`src/core/hsd_pkg.sv`:
```
// Shared constants and types for the headset detect sequencer.
package hsd_pkg;

  ////////////////////////////////////////////////////////////////////////////
  // Clock and timebase.
  localparam int CLK_PERIOD_NS = 50;
  localparam int TICK_NS = 1000000;
  localparam int TICK_CYCLES = TICK_NS / CLK_PERIOD_NS;

  ////////////////////////////////////////////////////////////////////////////
  // Intervals in milliseconds, with their counts in timebase ticks.
  localparam int INS_DEBOUNCE_MS = 90;
  localparam int REM_DEBOUNCE_MS = 50;
  localparam int DETECT_MS = 80;
  localparam int POWERUP_MS = 20;
  localparam int TMR_W = 8;
  localparam logic [TMR_W-1:0] INS_TICKS = TMR_W'(INS_DEBOUNCE_MS * 1000000 / TICK_NS);
  localparam logic [TMR_W-1:0] REM_TICKS = TMR_W'(REM_DEBOUNCE_MS * 1000000 / TICK_NS);
  localparam logic [TMR_W-1:0] DET_TICKS = TMR_W'(DETECT_MS * 1000000 / TICK_NS);
  localparam logic [TMR_W-1:0] PWR_TICKS = TMR_W'(POWERUP_MS * 1000000 / TICK_NS);

  ////////////////////////////////////////////////////////////////////////////
  // Sequencer states.
  typedef enum logic [2:0] {
    HSD_POWERUP,
    HSD_SLEEP,
    HSD_DEBOUNCE,
    HSD_DETECT,
    HSD_ROUTE,
    HSD_ATTACHED,
    HSD_REMOVE_WAIT
  } hsd_state_t;

  // Switch controls driven to the analog section.
  typedef struct packed {
    logic gnd_sleeve;     // Ground switch FET on sleeve.
    logic gnd_ring2;      // Ground switch FET on ring2.
    logic micbias_sleeve; // Mic bias pin routed to sleeve.
    logic micbias_ring2;  // Mic bias pin routed to ring2.
    logic depletion_on;   // Depletion ground FETs conducting.
  } hsd_sw_t;

  localparam hsd_sw_t SW_SLEEP = 5'h01;
  localparam hsd_sw_t SW_OFF = 5'h00;
  localparam hsd_sw_t SW_THREE = 5'h18;
  // A mic on one contact takes the bias there and ground on the other contact.
  localparam hsd_sw_t SW_MIC_SLEEVE = 5'h0C;
  localparam hsd_sw_t SW_MIC_RING2 = 5'h12;

endpackage

```
`src/core/hsd_seq.sv`:
```
// Headset jack insertion and removal sequencer.
// Function
// - Start insertion debounce once jack goes low.
// - Jack high during debounce restarts the timer.
// - Debounce expiry starts configuration detection immediately.
// - Route switches before asserting the interrupt.
// - Mic_found_n drops with interrupt, after routing.
// - Interrupt register read clears the interrupt.
// - Removal changes switches at once, asserts interrupt.
// - Removal releases mic_found_n output.
// - Removal debounce then sleep unless manual control.
// - Jack fall to interrupt within 210 ms.
// - Host interface ready within 25 ms.
// - Depletion FETs on after 50 ms removal wait.
// - Removal aborts debounce, detection or routing.
// - Manual control keeps switches on removal.
// - Host command can also start detection.
module hsd_seq
  import hsd_pkg::*;
#(
  parameter int TICK_LEN = TICK_CYCLES
) (
  // Clock and reset.
  input wire logic clk_sys_i,
  input wire logic sys_rst_i,
  // Jack and analog sense pins.
  input wire logic jack_detect_n_i,
  input wire logic mic_on_sleeve_i,
  input wire logic mic_on_ring2_i,
  // Host side controls from the serial interface logic.
  input wire logic host_start_i,
  input wire logic int_reg_read_i,
  input wire logic manual_ctrl_i,
  // Outputs to host and analog section.
  output logic int_n_o,
  output logic mic_found_n_o,
  output logic host_ready_o,
  output logic sleep_o,
  output hsd_sw_t sw_o
);

  ////////////////////////////////////////////////////////////////////////////
  // Pin synchronisers; stage one feeds only stage two.
  logic [2:0] jack_s1_r, jack_s2_r;
  logic [2:0] pin_nxt;
  logic jack_hi;

  always_comb begin
    pin_nxt = {jack_detect_n_i, mic_on_sleeve_i, mic_on_ring2_i};
  end

  always_ff @(posedge clk_sys_i) begin
    if (sys_rst_i) begin
      jack_s1_r <= 3'h4;
      jack_s2_r <= 3'h4;
    end else begin
      jack_s1_r <= pin_nxt;
      jack_s2_r <= jack_s1_r;
    end
  end

  assign jack_hi = jack_s2_r[2];

  ////////////////////////////////////////////////////////////////////////////
  // Free running timebase; a one millisecond tick keeps every interval
  // within a tick of its figure at little counter cost.
  logic [31:0] tick_cnt_r, tick_cnt_nxt;
  logic tick;

  always_comb begin
    tick = (tick_cnt_r == 32'(TICK_LEN - 1));
    tick_cnt_nxt = tick ? 32'h0 : tick_cnt_r + 32'h1;
  end

  always_ff @(posedge clk_sys_i) begin
    if (sys_rst_i) begin
      tick_cnt_r <= 32'h0;
    end else begin
      tick_cnt_r <= tick_cnt_nxt;
    end
  end

  ////////////////////////////////////////////////////////////////////////////
  // Sequencer.
  hsd_state_t state_r, state_nxt;
  logic [TMR_W-1:0] tmr_r, tmr_nxt;
  hsd_sw_t sw_r, sw_nxt;
  logic int_pend_r, int_pend_nxt;
  logic mic_n_r, mic_n_nxt;
  logic ready_r, ready_nxt;
  logic int_set, mic_set;

  // True on the tick that ends an interval of n ticks.
  function automatic logic expired(input logic [TMR_W-1:0] t, input logic [TMR_W-1:0] n,
                                   input logic tk);
    expired = tk && (t == n - TMR_W'(1));
  endfunction

  always_comb begin
    state_nxt = state_r;
    tmr_nxt = tick ? tmr_r + TMR_W'(1) : tmr_r;
    sw_nxt = sw_r;
    ready_nxt = ready_r;
    int_set = 1'b0;
    mic_set = 1'b0;
    mic_n_nxt = mic_n_r;
    case (state_r)
      HSD_POWERUP: begin
        if (expired(tmr_r, PWR_TICKS, tick)) begin
          ready_nxt = 1'b1;
          state_nxt = HSD_SLEEP;
        end
      end
      HSD_SLEEP: begin
        tmr_nxt = '0;
        if (host_start_i) begin
          state_nxt = HSD_DETECT;
        end else if (!jack_hi) begin
          state_nxt = HSD_DEBOUNCE;
        end
      end
      HSD_DEBOUNCE: begin
        if (jack_hi) begin
          state_nxt = HSD_SLEEP;
          tmr_nxt = '0;
        end else if (expired(tmr_r, INS_TICKS, tick)) begin
          state_nxt = HSD_DETECT;
          tmr_nxt = '0;
        end
      end
      HSD_DETECT: begin
        if (expired(tmr_r, DET_TICKS, tick)) begin
          state_nxt = HSD_ROUTE;
          case (jack_s2_r[1:0])
            2'h2: sw_nxt = SW_MIC_SLEEVE;
            2'h1: sw_nxt = SW_MIC_RING2;
            default: sw_nxt = SW_THREE;
          endcase
        end
      end
      HSD_ROUTE: begin
        // Switches were latched last cycle, so they settle first.
        state_nxt = HSD_ATTACHED;
        int_set = 1'b1;
        mic_set = sw_r.micbias_sleeve | sw_r.micbias_ring2;
        if (mic_set) begin
          mic_n_nxt = 1'b0;
        end
      end
      HSD_ATTACHED: begin
        tmr_nxt = '0;
      end
      HSD_REMOVE_WAIT: begin
        if (!jack_hi) begin
          state_nxt = HSD_DEBOUNCE;
          tmr_nxt = '0;
        end else if (expired(tmr_r, REM_TICKS, tick)) begin
          if (!manual_ctrl_i) begin
            sw_nxt = SW_SLEEP;
            state_nxt = HSD_SLEEP;
          end
        end
      end
      default: begin
        state_nxt = HSD_POWERUP;
      end
    endcase
    // Removal overrides whatever detection or routing was doing.
    if (jack_hi && !host_start_i &&
        (state_r == HSD_DETECT || state_r == HSD_ROUTE || state_r == HSD_ATTACHED)) begin
      state_nxt = HSD_REMOVE_WAIT;
      tmr_nxt = '0;
      int_set = 1'b1;
      mic_n_nxt = 1'b1;
      sw_nxt = manual_ctrl_i ? sw_r : SW_OFF;
    end
    // A new event wins over a simultaneous acknowledge read.
    int_pend_nxt = int_set | (int_pend_r & ~int_reg_read_i);
  end

  always_ff @(posedge clk_sys_i) begin
    if (sys_rst_i) begin
      state_r <= HSD_POWERUP;
      tmr_r <= '0;
      sw_r <= SW_SLEEP;
      int_pend_r <= 1'b0;
      mic_n_r <= 1'b1;
      ready_r <= 1'b0;
    end else begin
      state_r <= state_nxt;
      tmr_r <= tmr_nxt;
      sw_r <= sw_nxt;
      int_pend_r <= int_pend_nxt;
      mic_n_r <= mic_n_nxt;
      ready_r <= ready_nxt;
    end
  end

  // Outputs come straight from flip-flops, except int_n_o, which inverts int_pend_r, and sleep_o, which is decoded from state_r.
  assign int_n_o = ~int_pend_r;
  assign mic_found_n_o = mic_n_r;
  assign host_ready_o = ready_r;
  assign sw_o = sw_r;
  assign sleep_o = (state_r == HSD_SLEEP);
endmodule

```
`config.mk`:
```
export PLATFORM = sky130hd
export DESIGN_NAME = hsd_seq
export DESIGN_NICKNAME = d
export VERILOG_FILES = /design/src/core/hsd_pkg.sv /design/src/core/hsd_seq.sv
export SDC_FILE = /design/constraint.sdc
export NUM_CORES = 1
export LEC_CHECK = 0
export BUFFER_PORTS_ARGS = -buffer_cell sky130_fd_sc_hd__buf_2
export CAP_MARGIN = 20
export CORE_MARGIN = 2
export CORE_UTILIZATION = 60
export CTS_CLUSTER_SIZE = 24
export DETAILED_ROUTE_END_ITERATION = 8
export PLACE_DENSITY_LB_ADDON = 0.12
export SLEW_MARGIN = 10
export SYNTH_ARGS = -nofsm -noshare
export SYNTH_HDL_FRONTEND = slang
export SYNTH_SLANG_ARGS = --single-unit
```
`constraint.sdc`:
```
create_clock -name clk_sys_i -period 2.6 [get_ports clk_sys_i]
set_input_delay 0.52 -clock clk_sys_i [delete_from_list [all_inputs] [get_ports clk_sys_i]]
set_output_delay 0.52 -clock clk_sys_i [all_outputs]
set_load 0.01 [all_outputs]
```
# After elaboration in Yosys (flattened, before gate mapping)
# Index checks and enable logic that the tools add are counted.
[op_classes]
n_lt_le_gt_ge = 0
multipliers = 0
n_reduce_logical = 19
div = 0
add_sub_neg = 2
muxes = 26
eq_ne = 30
n_shift = 0
bitwise = 6
[ops]
columns = ["cell", "n"]
rows = [
  ["adder 32 x 1 -> 32 bit, second input constant", 1],
  ["== test 32 x 15 -> 1 bit, second input constant", 1],
  ["2-to-1 mux 8 bit", 4],
  ["2-to-1 mux 3 bit", 10],
  ["2-to-1 mux 5 bit", 6],
  ["case mux 8 bit (3 select lines)", 1],
  ["inequality test 3 bit, second input constant", 7],
  ["case mux 3 bit (7 select lines)", 1],
  ["case mux 5 bit (2 select lines)", 2],
  ["== test 8 x 7 -> 1 bit, second input constant", 2],
  ["inequality test 4 bit, second input constant", 4],
  ["AND reduction 7 bit", 2],
  ["== test 3 bit, second input constant", 3],
  ["adder 8 x 1 -> 8 bit, second input constant", 1],
  ["== test 8 x 5 -> 1 bit, second input constant", 1],
  ["== test 8 x 6 -> 1 bit, second input constant", 1],
  ["== test 3 x 2 -> 1 bit, second input constant", 2],
  ["logical AND 1 bit", 6],
  ["inequality test 2 bit, second input constant", 3],
  ["AND reduction 6 bit", 1],
  ["OR reduction 2 bit", 3],
  ["inequality test 4 x 3 -> 1 bit, second input constant", 1],
  ["AND reduction 2 bit", 2],
  ["== test 3 x 1 -> 1 bit, second input constant", 1],
  ["other kinds (12)", 17],
]
[word_totals]
output_inout_bits = 9
mem_bits_ro = 0
in_bits = 8
mem_count = 0
latch_bits = 0
reg_bits = 57
wordCells = 97
ramBits = 0

# Depth between registers and ports, before layout
[depth]
ltp_word = 6
mapped_depth = 8

# Worst setup path after synthesis
# Ideal clock, no wire load.
[synth_timing]
path_type = "register -> register"
startpoint = "register state_r[0]"
endpoint = "register sw_r (netlist bit sw_o[1])"
path_stages_with_launch = 9
path_buffers = 0
slack_ps = 580
required_ps = 2480
setup_time_ps = 120
arrival_time_ps = 1900
path_cell_list = "dfxtp_1 inv_1 ha_1 o21ai_1 a21oi_1 or4_1 o21ai_1 nand2_2 mux2i_1"
[synth_via]
elab_chain_cells = 6
word_cells_on_any_way = 16
classes_between = "eq/ne: 9; mux: 2; reduce/logical: 5"
[synth_rtl]
columns = ["item", "line_no", "source"]
rows = [
  ["start, declared", "hsd_seq.sv:85", "hsd_state_t state_r, state_nxt;"],
  ["start signal, assigned", "hsd_seq.sv:190", "state_r <= state_nxt;"],
  ["== test 3 x 2 -> 1 bit / == test 3 bit (equally long branches)", "hsd_seq.sv:107, hsd_seq.sv:170", ""],
  ["logical OR 1 bit (2 in series)", "hsd_seq.sv:170", "(state_r == HSD_DETECT || state_r == HSD_ROUTE || state_r == HSD_ATTACHED)) begin"],
  ["logical AND 1 bit", "hsd_seq.sv:169", "if (jack_hi && !host_start_i &&"],
  ["inequality test 3 bit (no line) (tied with other cells)", "n/a", ""],
  ["AND reduction 6 bit (no line)", "n/a", ""],
  ["end signal, assigned", "hsd_seq.sv:192", "sw_r <= sw_nxt;"],
  ["end, declared", "hsd_seq.sv:87", "hsd_sw_t sw_r, sw_nxt;"],
]
# Several ways; a longest one is shown, not always the timed one.
# A chain may end at the register's enable or synchronous reset.

# Worst setup path after layout
[layout_timing]
startpoint = "register state_r[0]"
endpoint = "register sw_r (netlist bit sw_o[3])"
# The elaborated chain is that of the path after synthesis.

==> impl_metrics.tcl <==
set metrics [dict create \
    leakagePower_nw 1.24 \
    slew_viol_final 0 \
    grt_max_degree 21 \
    yosysTopAreaCell "dfxtp_1" \
    path_cells "inv_1 -> ha_1 -> o21ai_1 -> a21oi_1 -> or4_1 -> o21ai_1 -> nand2_2 -> mux2i_1" \
    syn-cell-area_um2 2900 \
    syn_to_final_growth_pct 11.4 \
    synthCells 329 \
    die_width_um 73.5 \
    antenna_cells 0 \
    path_buf_inv 1 \
    num-nets-final 365 \
    met3_length_um 207 \
    slowest_delay_ns 0.55 \
    die-area_um2 5400 \
    cap_viol_max_count 0 \
    crit_type "reg2reg" \
    routed_wl_um 5450 \
    final_cell_mix "dfxtp_1 (57), nor2_1 (55), xor2_1 (22)" \
    critPathMaxFanout 7 \
    ys_ff_latch 57 \
    yosys.cell_types.count 54 \
    core_um2 4690 \
    grt_pass1_wl_um 9470 \
    avgSynthCellArea_um2 8.80 \
    hpwlAfterDp_um 3720 \
    first_pass_iters 4 \
    route.met2.wl_um 2530 \
    final_common_cell "dfxtp_1" \
    portBuffers 16 \
    status "finished clean" \
    skew_ns 0.00785 \
    start_util 0.617 \
    rrSetupSlack_ns 0.36 \
    insertion_delay_ns 0.35 \
    r2r_end "sw_o[3]" \
    synth_nets 344 \
    cts_tree "built" \
    power_w 0.00180 \
    slew_headroom 0.692 \
    hold_end "jack_s1_r[2]" \
    met1Wirelength_um 2580 \
    cts.path.max_buffers 2 \
    htreeDepth 3 \
    slowest_stage "or4_1" \
    gr-total-overflow 0 \
    finalSetupViolCount 0 \
    clock_sinks 57 \
    antenna_found_initial 0 \
    yosys-top-cells-area "dfxtp_1 (39%), nor2_1 (7.1%), xor2_1 (6.7%), xnor2_1 (4.5%), ha_1 (3.0%)" \
    peakVddDrop_mv 0.336 \
    hold_path.class "in2reg" \
    top_layer "met4" \
    yosysWarnings 0 \
    viasPerCell 5.64 \
    cts.clk_slew.worst_paths_ns 0.06 \
    rsz0062_at_grt "no" \
    place.gp.congestion 0.878 \
    path_delay_family "simple AND/OR/NAND/NOR gates" \
    hold_slack_ns 0.356 \
    grt_usage 0.227 \
    report.final.hold_viol_count 0 \
    hold_depth 2 \
    layout-drive-gt1-share 0.158 \
    vias 2308 \
    synth_top_area_frac 0.394 \
    cellPowerDensity_nw_per_um2 559 \
    crit_path_frequent_cell "o21ai_1" \
    ant_nets 0 \
    avgRoutedWirePerCell_um 13.3 \
    hold_start "jack_detect_n_i" \
    placementRows 25 \
    fin_setup_tns_ns 0 \
    remaining_drc_errors 0 \
    grt_pass1_vias 2056 \
    fin_ws_ns 0.358 \
    rr_startpoint "state_r[0]" \
    io-pin-count 17 \
    post_cts_resize_count 0 \
    initialDrtViolationCount 275 \
    fill_cells 369 \
    tightest_slew_ns 0.458 \
    finalCriticalPeriod_ns 2.24 \
    cts_made_buffers 9 \
    fin_crit_sh 0.862 \
    dp_slack_ns 0.394 \
    crit_arrival_ns 2.47 \
    synth-seq-area-share 0.394 \
    cp.required_ns 2.83 \
    cts_root_buf "clkbuf_8" \
    die_y_um 73.5 \
    fin_util 0.687 \
    max_clock_freq_ghz 0.446 \
    cp-start-kind "flip-flop" \
    end_kind "flip-flop" \
    cts_hold_buf 0 \
    cts_setup_buffers 0 \
    rr_worst_depth 8 \
]
==> layout make-up <==
type,instances,area [µm²],share of cell area
well taps,54,67.6,0.0209
multi-input cells,249,1640,0.509
flip-flops and latches,57,1140,0.354
clock inverters,2,35.0,0.0109
repair buffers,22,125,0.0388
clock buffers,14,173,0.0535
inverters,11,41.3,0.0128
==> stage by stage <==
step	cells	instance area, µm²
floorplan	329	2900
global placement	393	3020
detailed placement	393	3020
CTS	409	3230
global route	409	3230
finish	409	3230
==> worst max-delay path by stage <==
| stage | from | endpoint | slack (ns) | cells after the start |
|---|---|---|---|---|
| after floorplan | state_r[0] | sw_o[1] | 0.58 | 8 |
| final | state_r[0] | sw_o[3] | 0.36 | 8 |
| after CTS | state_r[0] | sw_o[4] | 0.38 | 8 |
| after detailed placement | state_r[0] | sw_o[3] | 0.39 | 8 |
| after global routing | state_r[0] | sw_o[4] | 0.17 | 8 |
| after global placement | state_r[0] | sw_o[3] | 0.46 | 8 |
==> sequential cells by signal (all words and copies together), names as in the netlist <==
register / flops
tick_cnt_r: 32
tmr_r: 8
sw_o: 5
jack_s1_r: 3
jack_s2_r: 3
state_r: 3
host_ready_o: 1
int_pend_r: 1
mic_found_n_o: 1
==> per-layer routing <==
layer	up-vias	GRT usage
li1	1181	-
met1	1066	0.300
met2	49	0.344
met3	12	0.0453
met4	0	0.127
met5	-	0
==> worst reg2reg max path: stages (launching register included) <==
cell and delay, ns:
dfxtp_1 0.42, inv_1 0.09, ha_1 0.30, o21ai_1 0.19
a21oi_1 0.17, or4_1 0.55, o21ai_1 0.14, nand2_2 0.13
mux2i_1 0.14
==> logic make-up after synthesis <==
logic type / after synthesis / share of synthesized area
AND/OR/NAND/NOR: 162 / 0.314
AO/OA/AOI/OAI: 37 / 0.0899
adder cells (fa/ha/maj): 7 / 0.0302
flip-flops: 57 / 0.394
buffers and inverters: 23 / 0.0389
XOR/XNOR: 37 / 0.112
multiplexers: 6 / 0.0207
==> synth_stat cells (all sizes together) <==
library cell and number:
nand2b 9, nor3 5, o21bai 1, o211a 1, nand2 21, mux2i 6
nand4 13, or4 1, nor4 10, a21oi 9, and3 7, ha 7
a41oi 3, and4b 1, buf 9, or2 5, o211ai 3, xor2 22
clkbuf 3, nand4b 3, nor2 55, a311oi 1, nor2b 8, inv 11
o32ai 1, or3 1, o41ai 1, a21o 1, xnor2 15, o22ai 1
nor4b 2, a31oi 4, a2bb2oi 2, and2 2, dfxtp 57, nand3 17
and4 1, nor4bb 1, o21ai 9
==> power by group <==
group          leakage [nW]  internal, W  switching (W)  total [W]
Sequential            0.461     0.000882     0.00000699   0.000889
Clock                 0.107     0.000520       0.000349   0.000869
Combinational         0.675    0.0000195      0.0000272  0.0000466
Total                  1.24      0.00142       0.000383    0.00180
Power figures use the tool's default switching activity.
